[config.mk]
export PLATFORM = sky130hd
export DESIGN_NAME = dst_status_top
export DESIGN_NICKNAME = d
export VERILOG_FILES = /design/src/dst_pkg.sv /design/src/dst_sticky_flags.sv /design/src/dst_apb_port.sv /design/src/dst_status_top.sv
export SDC_FILE = /design/constraint.sdc
export NUM_CORES = 1
export LEC_CHECK = 0
export ABC_CLOCK_PERIOD_IN_PS = 2100
export BUFFER_PORTS_ARGS = -buffer_cell sky130_fd_sc_hd__buf_2
export CAP_MARGIN = 20
export CORE_ASPECT_RATIO = 0.75
export CORE_MARGIN = 5
export CORE_UTILIZATION = 45
export DETAILED_ROUTE_END_ITERATION = 10
export GPL_ROUTABILITY_DRIVEN = 0
export PLACE_DENSITY = 0.83
export SKIP_LAST_GASP = 1
export SLEW_MARGIN = 20
export SYNTH_ARGS = -nofsm -noshare
export SYNTH_HDL_FRONTEND = slang
export SYNTH_HIERARCHICAL = 1
export SYNTH_SLANG_ARGS = --single-unit
[constraint.sdc]
create_clock -name clk_in -period 2.1 [get_ports clk_in]
set_input_delay 0.21 -clock clk_in [delete_from_list [all_inputs] [get_ports clk_in]]
set_output_delay 0.21 -clock clk_in [all_outputs]
set_load 0.01 [all_outputs]
[src/dst_pkg.sv]
// package of constants, carriers and helpers for the dma status tracking block
package dst_pkg;

    // ========================================
    // sizes
    localparam int unsigned NUM_CH  = 4;
    localparam int unsigned RAM_AW  = 24;
    localparam int unsigned PER_AW  = 16;
    localparam int unsigned REG_W   = 16;
    localparam int unsigned APB_AW  = 8;
    localparam int unsigned APB_DW  = 32;
    localparam int unsigned INT_W   = 8;

    // ========================================
    // register byte offsets
    localparam logic [7:0] OFF_ADDR_LO  = 8'h00;
    localparam logic [7:0] OFF_ADDR_HI  = 8'h04;
    localparam logic [7:0] OFF_PWC      = 8'h08;
    localparam logic [7:0] OFF_RQC      = 8'h0c;
    localparam logic [7:0] OFF_INT_STAT = 8'h10;
    localparam logic [7:0] OFF_INT_MASK = 8'h14;

    // ========================================
    // field positions
    localparam int unsigned ADDR_LO_MSB = 15;
    localparam int unsigned ADDR_HI_LSB = 16;
    localparam int unsigned ADDR_HI_MSB = 23;
    localparam int unsigned INT_PWC_LSB = 0;
    localparam int unsigned INT_RQC_LSB = 4;

    // ========================================
    // reset values
    localparam logic [23:0] RST_ADDR  = 24'h00_0000;
    localparam logic [3:0]  RST_FLAGS = 4'h0;
    localparam logic [7:0]  RST_INT   = 8'h00;
    localparam logic [31:0] RST_RDATA = 32'h0000_0000;

    // ========================================
    // carriers
    typedef struct packed {
        logic              valid;
        logic [RAM_AW-1:0] addr;
    } dst_ram_acc_s;

    typedef struct packed {
        logic              valid;
        logic [PER_AW-1:0] addr;
    } dst_periph_wr_s;

    // ========================================
    // helpers
    // true when the bus address names the given register word
    function automatic logic dst_hit(input logic [APB_AW-1:0] paddr, input logic [7:0] off);
        dst_hit = (paddr[APB_AW-1:2] == off[7:2]);
    endfunction : dst_hit

    // widen a 4-bit flag word to the bus width, upper bits zero
    function automatic logic [APB_DW-1:0] dst_flags32(input logic [3:0] f);
        dst_flags32 = {28'h000_0000, f};
    endfunction : dst_flags32

endpackage : dst_pkg

[src/dst_sticky_flags.sv]
// sticky flag bank: set pulses latch, clear pulses drop, set wins
`timescale 1ns/1ps
module dst_sticky_flags #(
    parameter int unsigned W = 4
) (
    input  wire logic         clk_in,
    input  wire logic         srst_in,
    input  wire logic [W-1:0] set_in,
    input  wire logic [W-1:0] clr_in,
    output logic      [W-1:0] flags_out
);

    // ========================================
    // flag storage
    logic [W-1:0] flags_reg;
    logic [W-1:0] flags_next;

    // clear first, then set, so a same-cycle event survives
    always_comb begin
        flags_next = (flags_reg & ~clr_in) | set_in;
    end

    // register stage
    always_ff @(posedge clk_in) begin
        if (srst_in) begin
            flags_reg <= '0;
        end else begin
            flags_reg <= flags_next;
        end
    end

    assign flags_out = flags_reg;

endmodule : dst_sticky_flags

[src/dst_apb_port.sv]
// apb answer stage: ready, read data and error straight from flip-flops
`timescale 1ns/1ps
module dst_apb_port (
    input  wire logic        clk_in,
    input  wire logic        srst_in,
    input  wire logic        setup_in,
    input  wire logic [31:0] rdata_in,
    input  wire logic        err_in,
    output logic             pready_out,
    output logic      [31:0] prdata_out,
    output logic             pslverr_out
);

    // ========================================
    // answer registers
    logic        pready_reg;
    logic        pready_next;
    logic [31:0] prdata_reg;
    logic [31:0] prdata_next;
    logic        pslverr_reg;
    logic        pslverr_next;

    // answer is prepared during setup and shown for one access cycle
    always_comb begin
        pready_next  = setup_in;
        prdata_next  = setup_in ? rdata_in : dst_pkg::RST_RDATA;
        pslverr_next = setup_in & err_in;
    end

    // register stage
    always_ff @(posedge clk_in) begin
        if (srst_in) begin
            pready_reg  <= 1'b0;
            prdata_reg  <= dst_pkg::RST_RDATA;
            pslverr_reg <= 1'b0;
        end else begin
            pready_reg  <= pready_next;
            prdata_reg  <= prdata_next;
            pslverr_reg <= pslverr_next;
        end
    end

    assign pready_out  = pready_reg;
    assign prdata_out  = prdata_reg;
    assign pslverr_out = pslverr_reg;

endmodule : dst_apb_port

[src/dst_status_top.sv]
// dma status tracking: last ram address, write and request clash flags, apb registers
//
// Summary of operation
// - capture low 16 address bits each access
// - keep address bits 23:16 in upper field
// - low address field read-only, zero after reset
// - channel n write clash at bit n
// - write clash flag reads one when detected
// - write clash flag zero until detected
// - bits 15:4 read zero, ignore writes
// - four write clash flags in one register
// - force and interrupt request clash sets flag
`timescale 1ns/1ps
module dst_status_top (
    input  wire logic                    clk_in,
    input  wire logic                    srst_in,
    input  wire logic                    psel_in,
    input  wire logic                    penable_in,
    input  wire logic                    pwrite_in,
    input  wire logic [7:0]              paddr_in,
    input  wire logic [31:0]             pwdata_in,
    output logic                         pready_out,
    output logic      [31:0]             prdata_out,
    output logic                         pslverr_out,
    input  wire dst_pkg::dst_ram_acc_s   ram_acc_in,
    input  wire dst_pkg::dst_periph_wr_s cpu_wr_in,
    input  wire dst_pkg::dst_periph_wr_s [3:0] dma_wr_in,
    input  wire logic [3:0]              force_req_in,
    input  wire logic [3:0]              irq_req_in,
    input  wire logic [3:0]              chan_reconfig_in,
    output logic                         irq_out
);

    // ========================================
    // declarations
    logic [23:0] last_addr_reg;
    logic [23:0] last_addr_next;
    logic [7:0]  int_mask_reg;
    logic [7:0]  int_mask_next;
    logic        irq_reg;
    logic        irq_next;
    logic [3:0]  pwc_set;
    logic [3:0]  rqc_set;
    logic [3:0]  pwc_flags;
    logic [3:0]  rqc_flags;
    logic [7:0]  int_set;
    logic [7:0]  int_clr;
    logic [7:0]  int_stat;
    logic        apb_setup;
    logic        apb_wr;
    logic [31:0] rdata_mux;
    logic        addr_err;

    // ========================================
    // last ram address capture
    // every dma access overwrites the full 24-bit address
    always_comb begin
        last_addr_next = last_addr_reg;
        if (ram_acc_in.valid) begin
            last_addr_next = ram_acc_in.addr;
        end
    end

    // register stage, zero after reset
    always_ff @(posedge clk_in) begin
        if (srst_in) begin
            last_addr_reg <= dst_pkg::RST_ADDR;
        end else begin
            last_addr_reg <= last_addr_next;
        end
    end

    // ========================================
    // clash detection
    // cpu and a channel hitting the same peripheral word in one cycle
    always_comb begin
        for (int i = 0; i < 4; i++) begin
            pwc_set[i] = cpu_wr_in.valid & dma_wr_in[i].valid
                         & (cpu_wr_in.addr == dma_wr_in[i].addr);
        end
    end

    // forced and interrupt request for one channel in one cycle
    assign rqc_set = force_req_in & irq_req_in;

    // write clash flags, held until the channel is reconfigured
    dst_sticky_flags #(
        .W(4)
    ) u_pwc_flags (
        .clk_in    (clk_in),
        .srst_in   (srst_in),
        .set_in    (pwc_set),
        .clr_in    (chan_reconfig_in),
        .flags_out (pwc_flags)
    );

    // request clash flags, same life cycle
    dst_sticky_flags #(
        .W(4)
    ) u_rqc_flags (
        .clk_in    (clk_in),
        .srst_in   (srst_in),
        .set_in    (rqc_set),
        .clr_in    (chan_reconfig_in),
        .flags_out (rqc_flags)
    );

    // ========================================
    // interrupt status, write one to clear
    assign int_set = {rqc_set, pwc_set};
    assign int_clr = (apb_wr && dst_pkg::dst_hit(paddr_in, dst_pkg::OFF_INT_STAT))
                     ? pwdata_in[7:0] : 8'h00;

    dst_sticky_flags #(
        .W(8)
    ) u_int_stat (
        .clk_in    (clk_in),
        .srst_in   (srst_in),
        .set_in    (int_set),
        .clr_in    (int_clr),
        .flags_out (int_stat)
    );

    // mask register and level interrupt
    always_comb begin
        int_mask_next = int_mask_reg;
        if (apb_wr && dst_pkg::dst_hit(paddr_in, dst_pkg::OFF_INT_MASK)) begin
            int_mask_next = pwdata_in[7:0];
        end
        irq_next = |(int_stat & int_mask_reg);
    end

    // register stage
    always_ff @(posedge clk_in) begin
        if (srst_in) begin
            int_mask_reg <= dst_pkg::RST_INT;
            irq_reg      <= 1'b0;
        end else begin
            int_mask_reg <= int_mask_next;
            irq_reg      <= irq_next;
        end
    end

    assign irq_out = irq_reg;

    // ========================================
    // apb decode
    // a write lands only on the edge that samples pready high
    assign apb_setup = psel_in & ~penable_in;
    assign apb_wr    = psel_in & penable_in & pwrite_in & pready_out;

    // read mux; address and clash registers are read-only, writes to them are dropped
    always_comb begin
        rdata_mux = dst_pkg::RST_RDATA;
        addr_err  = 1'b0;
        if (dst_pkg::dst_hit(paddr_in, dst_pkg::OFF_ADDR_LO)) begin
            rdata_mux = {16'h0000, last_addr_reg[dst_pkg::ADDR_LO_MSB:0]};
        end else if (dst_pkg::dst_hit(paddr_in, dst_pkg::OFF_ADDR_HI)) begin
            rdata_mux = {24'h00_0000,
                         last_addr_reg[dst_pkg::ADDR_HI_MSB:dst_pkg::ADDR_HI_LSB]};
        end else if (dst_pkg::dst_hit(paddr_in, dst_pkg::OFF_PWC)) begin
            rdata_mux = dst_pkg::dst_flags32(pwc_flags);
        end else if (dst_pkg::dst_hit(paddr_in, dst_pkg::OFF_RQC)) begin
            rdata_mux = dst_pkg::dst_flags32(rqc_flags);
        end else if (dst_pkg::dst_hit(paddr_in, dst_pkg::OFF_INT_STAT)) begin
            rdata_mux = {24'h00_0000, int_stat};
        end else if (dst_pkg::dst_hit(paddr_in, dst_pkg::OFF_INT_MASK)) begin
            rdata_mux = {24'h00_0000, int_mask_reg};
        end else begin
            addr_err  = 1'b1;
        end
        if (pwrite_in) begin
            rdata_mux = dst_pkg::RST_RDATA;
        end
    end

    // registered answer, zero wait states
    dst_apb_port u_apb_port (
        .clk_in      (clk_in),
        .srst_in     (srst_in),
        .setup_in    (apb_setup),
        .rdata_in    (rdata_mux),
        .err_in      (addr_err),
        .pready_out  (pready_out),
        .prdata_out  (prdata_out),
        .pslverr_out (pslverr_out)
    );
endmodule : dst_status_top

# ---- Yosys cells after proc, flatten, opt, wreduce, memory -nomap -nowiden
# Index checks and enable logic that the tools add are counted.
dict set report totals {
  mem_bits_ro 0
  latch_bits 0
  elab_cells 63
  ram_bits 0
  out_inout_bits 35
  regBits 83
  inputBits 167
  n_memories 0
}
dict set report classes {
  add_sub_neg 0
  div_mod_pow 0
  n_shift 0
  mux 13
  n_bitwise 25
  multipliers 0
  eq_ne 9
  order_cmp 0
  reduce_logical 6
}
# operator n
set ops {}
lappend ops {{== test 16 bit} 4}
lappend ops {{2-to-1 mux 8 bit} 6}
lappend ops {{AND 8 bit} 2}
lappend ops {{2-to-1 mux 16 bit} 1}
lappend ops {{OR reduction 8 bit} 2}
lappend ops {{AND 1 bit} 13}
lappend ops {{AND 4 bit} 3}
lappend ops {{== test 6 x 2 -> 1 bit (second input constant)} 2}
lappend ops {{== test 6 x 3 -> 1 bit (second input constant)} 2}
lappend ops {{NOT 8 bit} 1}
lappend ops {{OR 4 bit} 2}
lappend ops {{OR 8 bit} 1}
lappend ops {{== test 6 x 1 -> 1 bit (second input constant)} 1}
lappend ops {{zero test 6 bit} 1}
lappend ops {{2-to-1 mux 1 bit} 6}
lappend ops {{NOT 4 bit} 1}
lappend ops {{OR reduction 3 bit} 1}
lappend ops {{logical AND 1 bit} 2}
lappend ops {{NOT 1 bit} 2}

# ---- Depth between registers and ports, before layout
# Gate-level depths: netlist (run 1).
dict set report logic_depth {
  word_depth 8
  ltp_mapped 7
  mapped_depth_nobuf 6
}

# ---- Hierarchy
# The synthesis (run 1) kept the hierarchy.
# module seq_area_each_um2 area_each_um2 cells_each instances
set by_module_without_submodules {}
lappend by_module_without_submodules {dst_status_top 660.6 2448.6 285 1}
lappend by_module_without_submodules {dst_apb_port 680.7 1018.5 74 1}
lappend by_module_without_submodules {{dst_sticky_flags at u_int_stat} 160.2 381.6 33 1}
lappend by_module_without_submodules {{dst_sticky_flags at u_pwc_flags ...} 80.1 140.1 16 2}

# ---- Worst setup path before layout (run 1)
# Ideal clock, no wire load.
dict set report synth_timing {
  path_type {input port to flip-flop}
  startpoint {input paddr_in[3]}
  endpoint {register u_apb_port.prdata_reg[10], in the netlist u_apb_port/prdata_out[10]}
  t_required_ns 2.040
  slack_ns 0.355
  t_arrival_ns 1.685
  path_stages 6
  setup_ns 0.060
  path_buffers 1
  path_cell_list {buf_2 > or4_4 > or3_4 > nor2_1 > and2_1 > and3b_1}
}
dict set report synth_via {
  elab_chain_len 2
}
# item line_no
set synth_rtl {}
lappend synth_rtl {{from (decl)} dst_status_top.sv:20} ;# input wire logic [7:0] paddr_in,
lappend synth_rtl {{zero test 6 bit} dst_pkg.sv:54} ;# dst_hit = (paddr[APB_AW-1:2] == off[7:2]);
lappend synth_rtl {{2-to-1 mux 16 bit} dst_status_top.sv:156} ;# if (dst_pkg::dst_hit(paddr_in, dst_pkg::OFF_ADDR_LO)) begin
lappend synth_rtl {{to (signal assigned)} dst_apb_port.sv:34} ;# prdata_reg <= dst_pkg::RST_RDATA;
lappend synth_rtl {{to (signal assigned)} dst_apb_port.sv:38} ;# prdata_reg <= prdata_next;
lappend synth_rtl {{to (decl)} dst_apb_port.sv:18} ;# logic [31:0] prdata_reg;
# No other way between the ends.
# A chain may end at the register's enable or synchronous reset.

# ---- Worst setup path after layout (run 1)
dict set report layout_timing {
  startpoint {input paddr_in[3]}
  endpoint {register u_apb_port.prdata_reg[13], in the netlist u_apb_port/prdata_out[13]}
}
# The elaborated chain is that of the path after synthesis.

==> reports/qor.yml, run 1 <==
timing:
  rsz0062_at_grt: "false"
  fin_crit_ps: 1690
  finalSetupViolCount: 0
  clock.fmax_mhz: 593
  max_slew_margin_pct: 47.5
  finalMaxSlewViolations: 0
  whs_ps: 122
  setup_tns_ps: 0
  timing.final.crit_share_pct: 80.3
  finalHoldViolCount: 0
  tightest_slew_ps: 786
  worst_clock_skew_ps: 5.98
finish:
  fin_nets: 776
  multi_input_area_mm2: 0.00236
  largest_reg_flops: 32
  drive_gt1_share_pct: 38.2
  final-seq-area_mm2: 0.00166
  n_fill_cell: 776
  areaGrowthSynthToFinish_pct: 32.9
global_routing:
  antenna_found_initial: 2
  grt_pass1_wl_mm: 18.8
  grt_overflow: 0
  grt_usage_pct: 21.2
  grt_pass1_vias: 3857
  grt_max_degree: 52
synthesis:
  syn_area_mm2: 0.00413
  ys_types: 36
  synth.area.top_cells: "dfxtp_1 (40%), xnor2_1 (11%), mux2i_1 (8.7%), and3b_1 (5.1%), nor2_1 (3.6%)"
  ys_ff_latch: 83
  yosysTopAreaCellShare_pct: 40.2
  avgSynthCellArea_um2: 9.74
  seq_area_frac_synth_pct: 40.2
  ys.warnings.count: 6
  synthCells: 424
  synth_area_leader_cell: "dfxtp_1"
floorplan:
  die_x_um: 121
  pin_count: 202
  core_mm2: 0.00901
  die_y_um: 93.0
  rows: 30
  start_util_pct: 45.8
  die_area_mm2: 0.0112
detailed_routing:
  ant_nets: 0
  wl_mm: 11.9
  viasPerCell: 5.02
  drc: 0
  vias: 3646
  avgRoutedWirePerCell_um: 16.4
  drtIter0Drc: 227
  drt_first_pass_iters: 4
worst_setup_path:
  startpoint_type: "input pin"
  critPathTopFamily: "simple AND/OR/NAND/NOR gates"
  path_max_fanout: 9
  crit_required_ps: 2370
  cp_cell_sequence: "buf_2 -> or4_4 -> or3_4 -> nor2_1 -> and2_1 -> and3b_1"
  rrSetupSlack_ps: 760
  cp_slowest_cell: "or4_4"
  path_depth: 6
  critPathArrivalTime_ps: 1960
  slowest_delay_ps: 510
  critPathBufInv: 1
  worstSetupPathType: "in2reg"
  cp-end-kind: "register"
  r2r_cells: 6
clocking:
  cts_setup_buffers: 0
  cts-root-buf: "clkbuf_16"
  cts_sinks: 83
  hold_buffers: 0
  ctsResizeCount: 0
  cts_tree: "built"
  cts_made_buffers: 9
  h-tree-depth: 3
  clock_latency_ps: 330
  clk_pin_slew_ps: 60
  cts_buffer_depth: 2
power:
  p_per_area_mw_per_mm2: 691
  vdd_drop_max_mv: 0.392
  p_leak_nw: 2.56
hold_path:
  hold_class: "in2reg"
  hold_depth: 3
run:
  cap_violations: 0
placed_design:
  hpwlAfterDp_mm: 9.28
  port_buffers: 175
run_status:
  status: "finished, final reports clean"
## placed cells by master (no fill, tap or decap), types with 10 or more instances in the layout
cell type    n
buf_2      175
and3b_1     24
inv_1       16
nor2_1      40
xor2_1      12
nand4_1     13
xnor2_1     52
mux2i_1     36
and3b_2     10
conb_1      16
and2_1      20
a22oi_1     11
a21oi_1     12
dfxtp_1     83
## cell families (layout without fill, tap and decap cells)
family / after synthesis / in the layout / synth area share (%)
XOR/XNOR: 64 / 64 / 13.6
AO/OA/AOI/OAI: 40 / 40 / 6.82
multiplexers: 41 / 41 / 10.1
buffers and inverters: 40 / 214 / 4.03
AND/OR/NAND/NOR: 155 / 155 / 25.2
flip-flops: 83 / 83 / 40.2
other: 1 / 17 / 0.0908
## per-layer routing
metal | part of all wire [%] | routed length, um | global-route usage (%)
met2 | 51 | 6080 | 36.7
met5 | 0.18 | 21 | 0
met3 | 7.0 | 837 | 7.20
met1 | 40 | 4720 | 25.1
met4 | 2.1 | 248 | 5.38
## worst reg2reg max path, stage by stage, from the launching register on
cell and delay, ps:
dfxtp_1 330, nand4_1 200, nor4_2 190, buf_4 190, and2_1 140, nand2b_4 120
a21oi_2 50
## through the flow
| stage | worst slack [ps] | util, % | power, mW | instances | cell area [um2] |
|---|---|---|---|---|---|
| after global placement | 137 | 57.4 | 2.15 | 710 | 5170 |
| after floorplan | 355 | - | 1.94 | 439 | 4190 |
| after detailed placement | 80.9 | 57.4 | 2.17 | 710 | 5170 |
| after global routing | 331 | 60.9 | 3.95 | 725 | 5480 |
| after CTS | 403 | 60.9 | 3.81 | 725 | 5480 |
| final | 414 | 60.9 | 3.79 | 726 | 5490 |
## synthesized netlist by cell type
cell type	instances
buf_2	7
mux2_2	5
nand2b_4	8
nor4_2	1
nor3_1	1
nand2b_1	9
and2_1	20
nor4_1	5
a22oi_1	11
nand4_1	13
xor2_1	12
a21oi_1	12
and3b_2	10
conb_1	1
a211oi_1	4
nand2_1	9
or4_4	1
or4b_4	1
and3b_1	24
inv_1	16
or3_4	1
clkbuf_1	15
mux2i_1	36
nand3_1	4
dfxtp_1	83
a41oi_1	1
nor2b_1	2
xnor2_1	52
a21oi_2	8
buf_6	1
o211ai_1	4
or4_1	4
nor3_4	1
nor2_1	40
nor3b_1	1
buf_1	1
## power by group
part / switching [mW] / total [mW] / internal, mW
Combinational: 0.242 / 0.496 / 0.254
Clock: 0.608 / 1.65 / 1.04
Sequential: 0.0272 / 1.65 / 1.62
Total: 0.876 / 3.79 / 2.91
## final cells by class
| type | count | area share [%] |
|---|---|---|
| Antenna cell | 1 | 0.0456 |
| Sequential cell | 83 | 30.3 |
| Tap cell | 112 | 2.55 |
| Clock inverter | 6 | 1.66 |
| Multi-Input combinational cell | 316 | 43.0 |
| Clock buffer | 9 | 4.10 |
| Inverter | 16 | 1.09 |
| Timing Repair Buffer | 183 | 17.3 |
## final timing paths
kind                       startpoint                         to
max                       paddr_in[3]  u_apb_port/prdata_out[13]
min                     ram_acc_in[7]           last_addr_reg[7]
max reg2reg     u_apb_port/pready_out    u_int_stat/flags_out[1]
min reg2reg  u_pwc_flags/flags_out[3]   u_pwc_flags/flags_out[3]
Power figures use the tool's default switching activity.
==> run 2: changes to the inputs <==
--- a/config.mk
+++ b/config.mk
@@ -5,15 +5,16 @@
 export SDC_FILE = /design/constraint.sdc
 export NUM_CORES = 1
 export LEC_CHECK = 0
-export ABC_CLOCK_PERIOD_IN_PS = 2100
+export ABC_AREA = 1
+export ABC_CLOCK_PERIOD_IN_PS = 1450
 export BUFFER_PORTS_ARGS = -buffer_cell sky130_fd_sc_hd__buf_2
 export CAP_MARGIN = 20
 export CORE_ASPECT_RATIO = 0.75
 export CORE_MARGIN = 5
-export CORE_UTILIZATION = 45
+export CORE_UTILIZATION = 43
 export DETAILED_ROUTE_END_ITERATION = 10
 export GPL_ROUTABILITY_DRIVEN = 0
-export PLACE_DENSITY = 0.83
+export PLACE_DENSITY = 0.82
 export SKIP_LAST_GASP = 1
 export SLEW_MARGIN = 20
 export SYNTH_ARGS = -nofsm -noshare
==> constraint.sdc (replaced) <==
create_clock -name clk_in -period 1.45 [get_ports clk_in]
set_input_delay 0.145 -clock clk_in [delete_from_list [all_inputs] [get_ports clk_in]]
set_output_delay 0.145 -clock clk_in [all_outputs]
set_load 0.01 [all_outputs]
==> reports/qor.yml, run 2 <==
clocking:
  cts-root-buf: "clkbuf_16"
  hold_buffers: 0  # unchanged
  ctsResizeCount: 0  # unchanged
  clk_pin_slew_ps: 60  # about the same
  h-tree-depth: 3  # unchanged
  cts_setup_buffers: 0  # unchanged
  cts_sinks: 83  # unchanged
  cts_tree: "built"
  cts_buffer_depth: 2  # unchanged
  cts_made_buffers: 9  # unchanged
  clock_latency_ps: 340  # about the same
synthesis:
  ys.warnings.count: 6  # unchanged
  synth.area.top_cells: "dfxtp_1 (38%), nand2_1 (13%), inv_1 (10%), a21oi_1 (5.9%), nor2_1 (5.5%)"
  ys_async_sr_fraction_pct: 0  # unchanged
  ys_types: 33  # -8.3%
  ys_ff_latch: 83  # unchanged
  syn_area_mm2: 0.00438  # +6.2%
  synth_area_leader_cell: "dfxtp_1"
  seq_area_frac_synth_pct: 37.9  # -2.3 points
  yosysMostFrequentCell: "nand2_1"
  yosysTopAreaCellShare_pct: 37.9  # -2.3 points
  synth_ff_type: "dfxtp_1"
  avgSynthCellArea_um2: 6.74  # -31%
  synth_common_cells: "nand2_1 (156), inv_1 (121), dfxtp_1 (83)"
  synthCells: 650  # +53%
  synth_edf_count: 0  # unchanged
finish:
  layout_common_cells: "buf_2 (175), nand2_1 (156), inv_1 (121), dfxtp_1 (83), nor2_1 (64)"
  n_fill_cell: 935  # +20%
  areaGrowthSynthToFinish_pct: 33.0
  largest_reg_flops: 32  # unchanged
  fin_nets: 1022  # +32%
  antenna_cells: 0  # -1
  utilization_pct: 59.4  # -1.5 points
  final_common_cell: "buf_2"
  drive_gt1_share_pct: 31.5  # -6.7 points
timing:
  finalMaxSlewViolations: 0  # unchanged
  whs_ps: 56.6  # -65.3 ps
  max_slew_margin_pct: 64.2  # +17 points
  finalHoldViolCount: 0  # unchanged
  clock.fmax_mhz: 810
  fin_crit_ps: 1230
  worst_clock_skew_ps: 6.54  # +0.554 ps
  timing.final.crit_share_pct: 85.2
  tightest_slew_ps: 537  # -249 ps
  rsz0062_at_grt: "false"
  finalSetupViolCount: 0  # unchanged
power:
  vdd_drop_max_mv: 0.587  # +50%
  seqPwrFrac_pct: 43.8  # +0.3 points
  power_frac_comb_pct: 13.9  # +0.8 points
  p_leak_nw: 2.82  # +10%
  p_int_mw: 4.02  # +38%
  power_frac_clock_pct: 42.3  # -1.1 points
  p_per_area_mw_per_mm2: 929  # +35%
  switchingPower_mw: 1.40  # +59%
  switching_share_pct: 25.8  # +2.6 points
worst_setup_path:
  crit_required_ps: 1670  # -700 ps
  rrSetupSlack_ps: 220  # -540 ps
  path_max_fanout: 8  # -1
  worstSetupPathType: "reg2reg"
  cp-end-kind: "register"
  startpoint_type: "register"
  critPathArrivalTime_ps: 1450  # -510 ps
global_routing:
  grt_usage_pct: 21.0  # -0.18 points
  grt_pass1_wl_mm: 20.7  # +10%
  grt_pass1_vias: 4351  # +13%
  met1_usage_pct: 29.0  # +3.9 points
  met3_usage_pct: 5.38  # -1.8 points
  grt_overflow: 0  # unchanged
  globalRoute.busiestLayer: "met2"
  grt_max_degree: 34  # -35%
  antenna_found_initial: 0  # -2
  grt_util_met2_pct: 32.0  # -4.7 points
placed_design:
  hpwlAfterDp_mm: 10.6  # +14%
  port_buffers: 175  # unchanged
detailed_routing:
  drtIter0Drc: 296  # +30%
  avgRoutedWirePerCell_um: 13.2  # -19%
  ant_nets: 0  # unchanged
  wl_mm: 13.1  # +10%
  drc: 0  # unchanged
  drt_first_pass_iters: 5  # +1
  vias: 4614  # +27%
  viasPerCell: 4.65  # -7.4%
run_status:
  status: "finished, final reports clean"
floorplan:
  die_area_mm2: 0.0123  # +10%
  core_mm2: 0.00981  # +8.9%
  rows: 31  # +3.3%
  start_util_pct: 44.7  # -1.2 points
  die_x_um: 127  # +5.0%
  die_y_um: 97.4  # +4.8%
  pin_count: 202  # unchanged
run:
  cap_violations: 0  # unchanged
hold_path:
  hold_class: "in2reg"
## run 2: layout make-up
| class | instances | area, um2 | share of cell area (%) |
|---|---|---|---|
| Clock buffer | 9 | 225 | 3.86 |
| Clock inverter | 7 | 77.6 | 1.33 |
| Inverter | 125 | 469 | 8.05 |
| Multi-Input combinational cell | 438 | 2180 | 37.5 |
| Sequential cell | 83 | 1660 | 28.5 |
| Tap cell | 132 | 165 | 2.83 |
| Timing Repair Buffer | 198 | 1050 | 18.0 |
## run 2: path summary, 6_finish.rpt
kind                       startpoint                       end  depth (start not counted)
max             u_apb_port/pready_out   u_int_stat/flags_out[2]                          7
min                    ram_acc_in[15]         last_addr_reg[15]                          3
max reg2reg     u_apb_port/pready_out   u_int_stat/flags_out[2]                          7
min reg2reg  u_rqc_flags/flags_out[3]  u_rqc_flags/flags_out[3]                          2
## run 2: logic make-up after synthesis
group           Yosys count  synth area share (%)
compound gates          105                  14.6
xor+xnor                 21                  4.20
buf+inv                 144                  13.6
flops                    83                  37.9
other cells               1                0.0855
simple gates            296                  29.7
## run 2: worst max-delay path: stages (launching register included)
cell and delay (ps):
dfxtp_1 320, nand2_1 60, nor3_2 160, nand2_1 230, nor2_1 170, inv_1 50, nand2_1 70, a21oi_2 50
## run 2: metal layers
| layer | vias up | part of all wire [%] |
|---|---|---|
| li1 | 2397 | - |
| met1 | 2031 | 45 |
| met2 | 162 | 45 |
| met3 | 24 | 7.9 |
| met4 | 0 | 2.1 |
| met5 | - | 0 |
## run 2: power by group through the flow
stage                     sequential [mW]  clock (mW)  combinational [mW]
after CTS                            2.37        2.32               0.743
after floorplan                      2.43           0               0.382
after global placement               2.42           0               0.723
after detailed placement             2.43           0               0.736
final                                2.38        2.29               0.752
after global routing                 2.38        2.44               0.838
## run 2: per-stage QoR
step	setup TNS, ps	instances	cell area, um2	power, mW	worst slack (ps)
after floorplan	0	665	4440	2.81	245
after global placement	0	976	5530	3.15	49.2
after detailed placement	-10.7	976	5530	3.16	-10.7
after CTS	0	992	5830	5.44	218
after global routing	0	992	5830	5.66	52.0
final	0	992	5830	5.42	215
==> run 3: changes to the inputs <==
--- a/config.mk
+++ b/config.mk
@@ -6,18 +6,17 @@
 export NUM_CORES = 1
 export LEC_CHECK = 0
 export ABC_AREA = 1
-export ABC_CLOCK_PERIOD_IN_PS = 1450
+export ABC_CLOCK_PERIOD_IN_PS = 1600
 export BUFFER_PORTS_ARGS = -buffer_cell sky130_fd_sc_hd__buf_2
 export CAP_MARGIN = 20
 export CORE_ASPECT_RATIO = 0.75
 export CORE_MARGIN = 5
-export CORE_UTILIZATION = 43
+export CORE_UTILIZATION = 45
 export DETAILED_ROUTE_END_ITERATION = 10
 export GPL_ROUTABILITY_DRIVEN = 0
-export PLACE_DENSITY = 0.82
+export PLACE_DENSITY = 0.84
 export SKIP_LAST_GASP = 1
 export SLEW_MARGIN = 20
 export SYNTH_ARGS = -nofsm -noshare
 export SYNTH_HDL_FRONTEND = slang
-export SYNTH_HIERARCHICAL = 1
 export SYNTH_SLANG_ARGS = --single-unit
==> constraint.sdc (replaced) <==
create_clock -name clk_in -period 1.6 [get_ports clk_in]
set_input_delay 0.16 -clock clk_in [delete_from_list [all_inputs] [get_ports clk_in]]
set_output_delay 0.16 -clock clk_in [all_outputs]
set_load 0.01 [all_outputs]
==> reports/qor.yml, run 3 <==
run_status:
  status: "finished, final reports clean"
synthesis:
  ys_async_sr_fraction_pct: 0  # unchanged
  ys_ff_latch: 67  # -19%
  synth_area_leader_cell: "dfxtp_1"
  ys_types: 29  # -12%
  synth_ff_type: "dfxtp_1"
  synth.area.top_cells: "dfxtp_1 (34%), nand2_1 (19%), nor2_1 (9.9%), inv_1 (8.0%), a21oi_1 (4.5%)"
  synth_edf_count: 0  # unchanged
  synth_common_cells: "nand2_1 (198), nor2_1 (104), inv_1 (84)"
  seq_area_frac_synth_pct: 34.2  # -3.7 points
  syn_area_mm2: 0.00392  # -11%
  yosysTopAreaCellShare_pct: 34.2  # -3.7 points
  yosysMostFrequentCell: "nand2_1"
  avgSynthCellArea_um2: 6.21  # -8.0%
  ys.warnings.count: 0  # -6
  synthCells: 632  # -2.8%
finish:
  largest_reg_flops: 24  # -25%
  areaGrowthSynthToFinish_pct: 28.7
  fin_nets: 957  # -6.4%
  n_fill_cell: 847  # -9.4%
  drive_gt1_share_pct: 25.3  # -6.2 points
  final_common_cell: "nand2_1"
  layout_common_cells: "nand2_1 (198), buf_2 (159), nor2_1 (104), inv_1 (84), dfxtp_1 (67)"
  instances_no_fill: 903  # -9.0%
  utilization_pct: 59.5  # about the same
  antenna_cells: 0  # unchanged
timing:
  rsz0062_at_grt: "false"
  finalHoldViolCount: 0  # unchanged
  worst_clock_skew_ps: 3.63  # -2.90 ps
  finalMaxSlewViolations: 0  # unchanged
  fin_crit_ps: 1180  # -50.3 ps
  finalSetupViolCount: 0  # unchanged
  setup_tns_ps: 0  # unchanged
  clock.fmax_mhz: 844  # +4.2%
  timing.final.crit_share_pct: 74.0  # -11 points
worst_setup_path:
  cp-endpoint: "int_mask_reg[7]"
  rr_endpoint: "int_mask_reg[7]"
  worstSetupPathType: "reg2reg"
  r2r_cells: 6  # -1
  cp-end-kind: "register"
  rrSetupSlack_ps: 420  # +200 ps
  crit_required_ps: 1860  # +190 ps
  path_max_fanout: 12  # +4
  crit_top_cell: "nor2_1"
  crit_start: "u_apb_port.pready_out"
  rr_startpoint: "u_apb_port.pready_out"
  slowest_delay_ps: 340  # +20 ps
  startpoint_type: "register"
  critPathArrivalTime_ps: 1440  # about the same
  cp_cell_sequence: "nand2_1 -> nor2_2 -> nand2_4 -> inv_1 -> nor2_1 -> nor2_1"
  path_depth: 6  # -1
  critPathTopFamily: "simple AND/OR/NAND/NOR gates"
  critPathBufInv: 1  # unchanged
  cp_slowest_cell: "dfxtp_1"
clocking:
  cts-root-buf: "clkbuf_16"
  cts_tree: "built"
  cts_sinks: 67  # -19%
  ctsResizeCount: 0  # unchanged
  h-tree-depth: 3  # unchanged
  clk_pin_slew_ps: 50  # about the same
  cts_buffer_depth: 2  # unchanged
  clock_latency_ps: 320  # -20 ps
  hold_buffers: 0  # unchanged
  cts_setup_buffers: 0  # unchanged
  cts_made_buffers: 9  # unchanged
floorplan:
  die_x_um: 118  # -6.9%
  start_util_pct: 46.2  # +1.5 points
  core_mm2: 0.00849  # -13%
  rows: 29  # -6.5%
  pin_count: 202  # unchanged
  die_y_um: 90.9  # -6.8%
  die_area_mm2: 0.0107  # -13%
power:
  seqPwrFrac_pct: 40.8  # -3.0 points
  p_leak_nw: 2.76  # -2.1%
  switchingPower_mw: 1.10  # -21%
  power_frac_comb_pct: 15.1  # +1.2 points
  switching_share_pct: 25.5  # -0.22 points
  power_frac_clock_pct: 44.1  # +1.8 points
  p_int_mw: 3.20  # -20%
  p_per_area_mw_per_mm2: 852  # -8.3%
  vdd_drop_max_mv: 0.844  # +44%
detailed_routing:
  drtIter0Drc: 223  # -25%
  drt_first_pass_iters: 5  # unchanged
  ant_nets: 0  # unchanged
  dr.max_layer_used: "met4"
  avgRoutedWirePerCell_um: 12.4  # -6.2%
  dr_wl_met3_um: 670  # -35%
  vias: 4207  # -8.8%
  viasPerCell: 4.66  # +0.17%
  dr_wl_met2_mm: 5.24  # -11%
  wl_mm: 11.2  # -15%
  drc: 0  # unchanged
  m1WireLength_mm: 5.20  # -12%
global_routing:
  antenna_found_initial: 0  # unchanged
  grt_max_degree: 33  # -2.9%
  grt_pass1_vias: 3996  # -8.2%
  grt_overflow: 0  # unchanged
  grt_pass1_wl_mm: 18.3  # -12%
  grt_usage_pct: 20.4  # -0.61 points
hold_path:
  hold_class: "in2reg"
placed_design:
  port_buffers: 159  # -9.1%
  place_inst: 887  # -9.1%
  hpwlAfterDp_mm: 9.14  # -13%
run:
  cap_violations: 0  # unchanged
[run 3: cell types whose count changed after synthesis, sizes merged, moves of 15 or more]
cell / before / now
o21ai: 14 / 40
dfxtp: 83 / 67
a21oi: 60 / 36
nor2: 98 / 113
xor2: 15 / 0
inv: 125 / 88
nand2: 160 / 201
[run 3: kinds of logic (layout without fill, tap and decap cells)]
group                  after synthesis  count (layout)  share of synthesized area, %
flip-flops                          67              67                          34.2
buffers and inverters              120             268                          13.7
AND/OR/NAND/NOR                    343             343                          36.7
XOR/XNOR                            16              16                          3.57
AO/OA/AOI/OAI                       85              85                          11.7
other                                1              16                        0.0956
[run 3: power groups by stage]
stage	registers, mW	clock network (mW)	logic (mW)
final	1.75	1.90	0.651
after global routing	1.76	2.01	0.739
after CTS	1.75	1.93	0.649
after detailed placement	1.79	0	0.643
after global placement	1.79	0	0.629
after floorplan	1.78	0	0.384
[run 3: worst register-to-register path: cells and delay by family (launching register included)]
family | cells | cell delay [ps]
and+or+nand+nor | 5 | 590
DFF | 1 | 340
buffers and inverters | 1 | 210
[run 3: worst min-delay path by stage]
stage                   start                 to  slack, ps  depth (start not counted)
6_report        ram_acc_in[6]   last_addr_reg[6]         60                          3
5_1_grt         ram_acc_in[6]   last_addr_reg[6]         70                          3
4_1_cts        ram_acc_in[23]  last_addr_reg[23]         60                          3
3_5_place_dp   ram_acc_in[23]  last_addr_reg[23]        390                          3
3_3_place_gp    ram_acc_in[3]   last_addr_reg[3]        380                          3
2_1_floorplan    pwdata_in[7]    int_mask_reg[7]        290                          2
[run 3: area by class of cell]
cell class                 count  area [um2]  area share [%]
multi-input combinational    460        2100            41.6
sequential                    67        1340            26.6
timing repair buffer         164         846            16.8
inverter                      88         330            6.54
clock buffer                   9         225            4.46
tap                          108         135            2.68
clock inverter                 7        68.8            1.36
[run 3: through the flow]
stage	power (mW)	hold slack, ps	worst slack (ps)	instance area, um2
global route	4.51	72.3	345	5050
CTS	4.33	56.9	451	5050
global placement	2.41	383	262	4750
detailed placement	2.43	389	254	4750
finish	4.30	59.9	415	5050
floorplan	2.17	295	425	3980
[run 3: layer usage]
layer | vias to the layer above | GRT usage [%]
met1 | 1848 | 27.0
met2 | 129 | 33.9
met3 | 14 | 4.82
met4 | 0 | 4.01
met5 | - | 0
li1 | 2216 | -
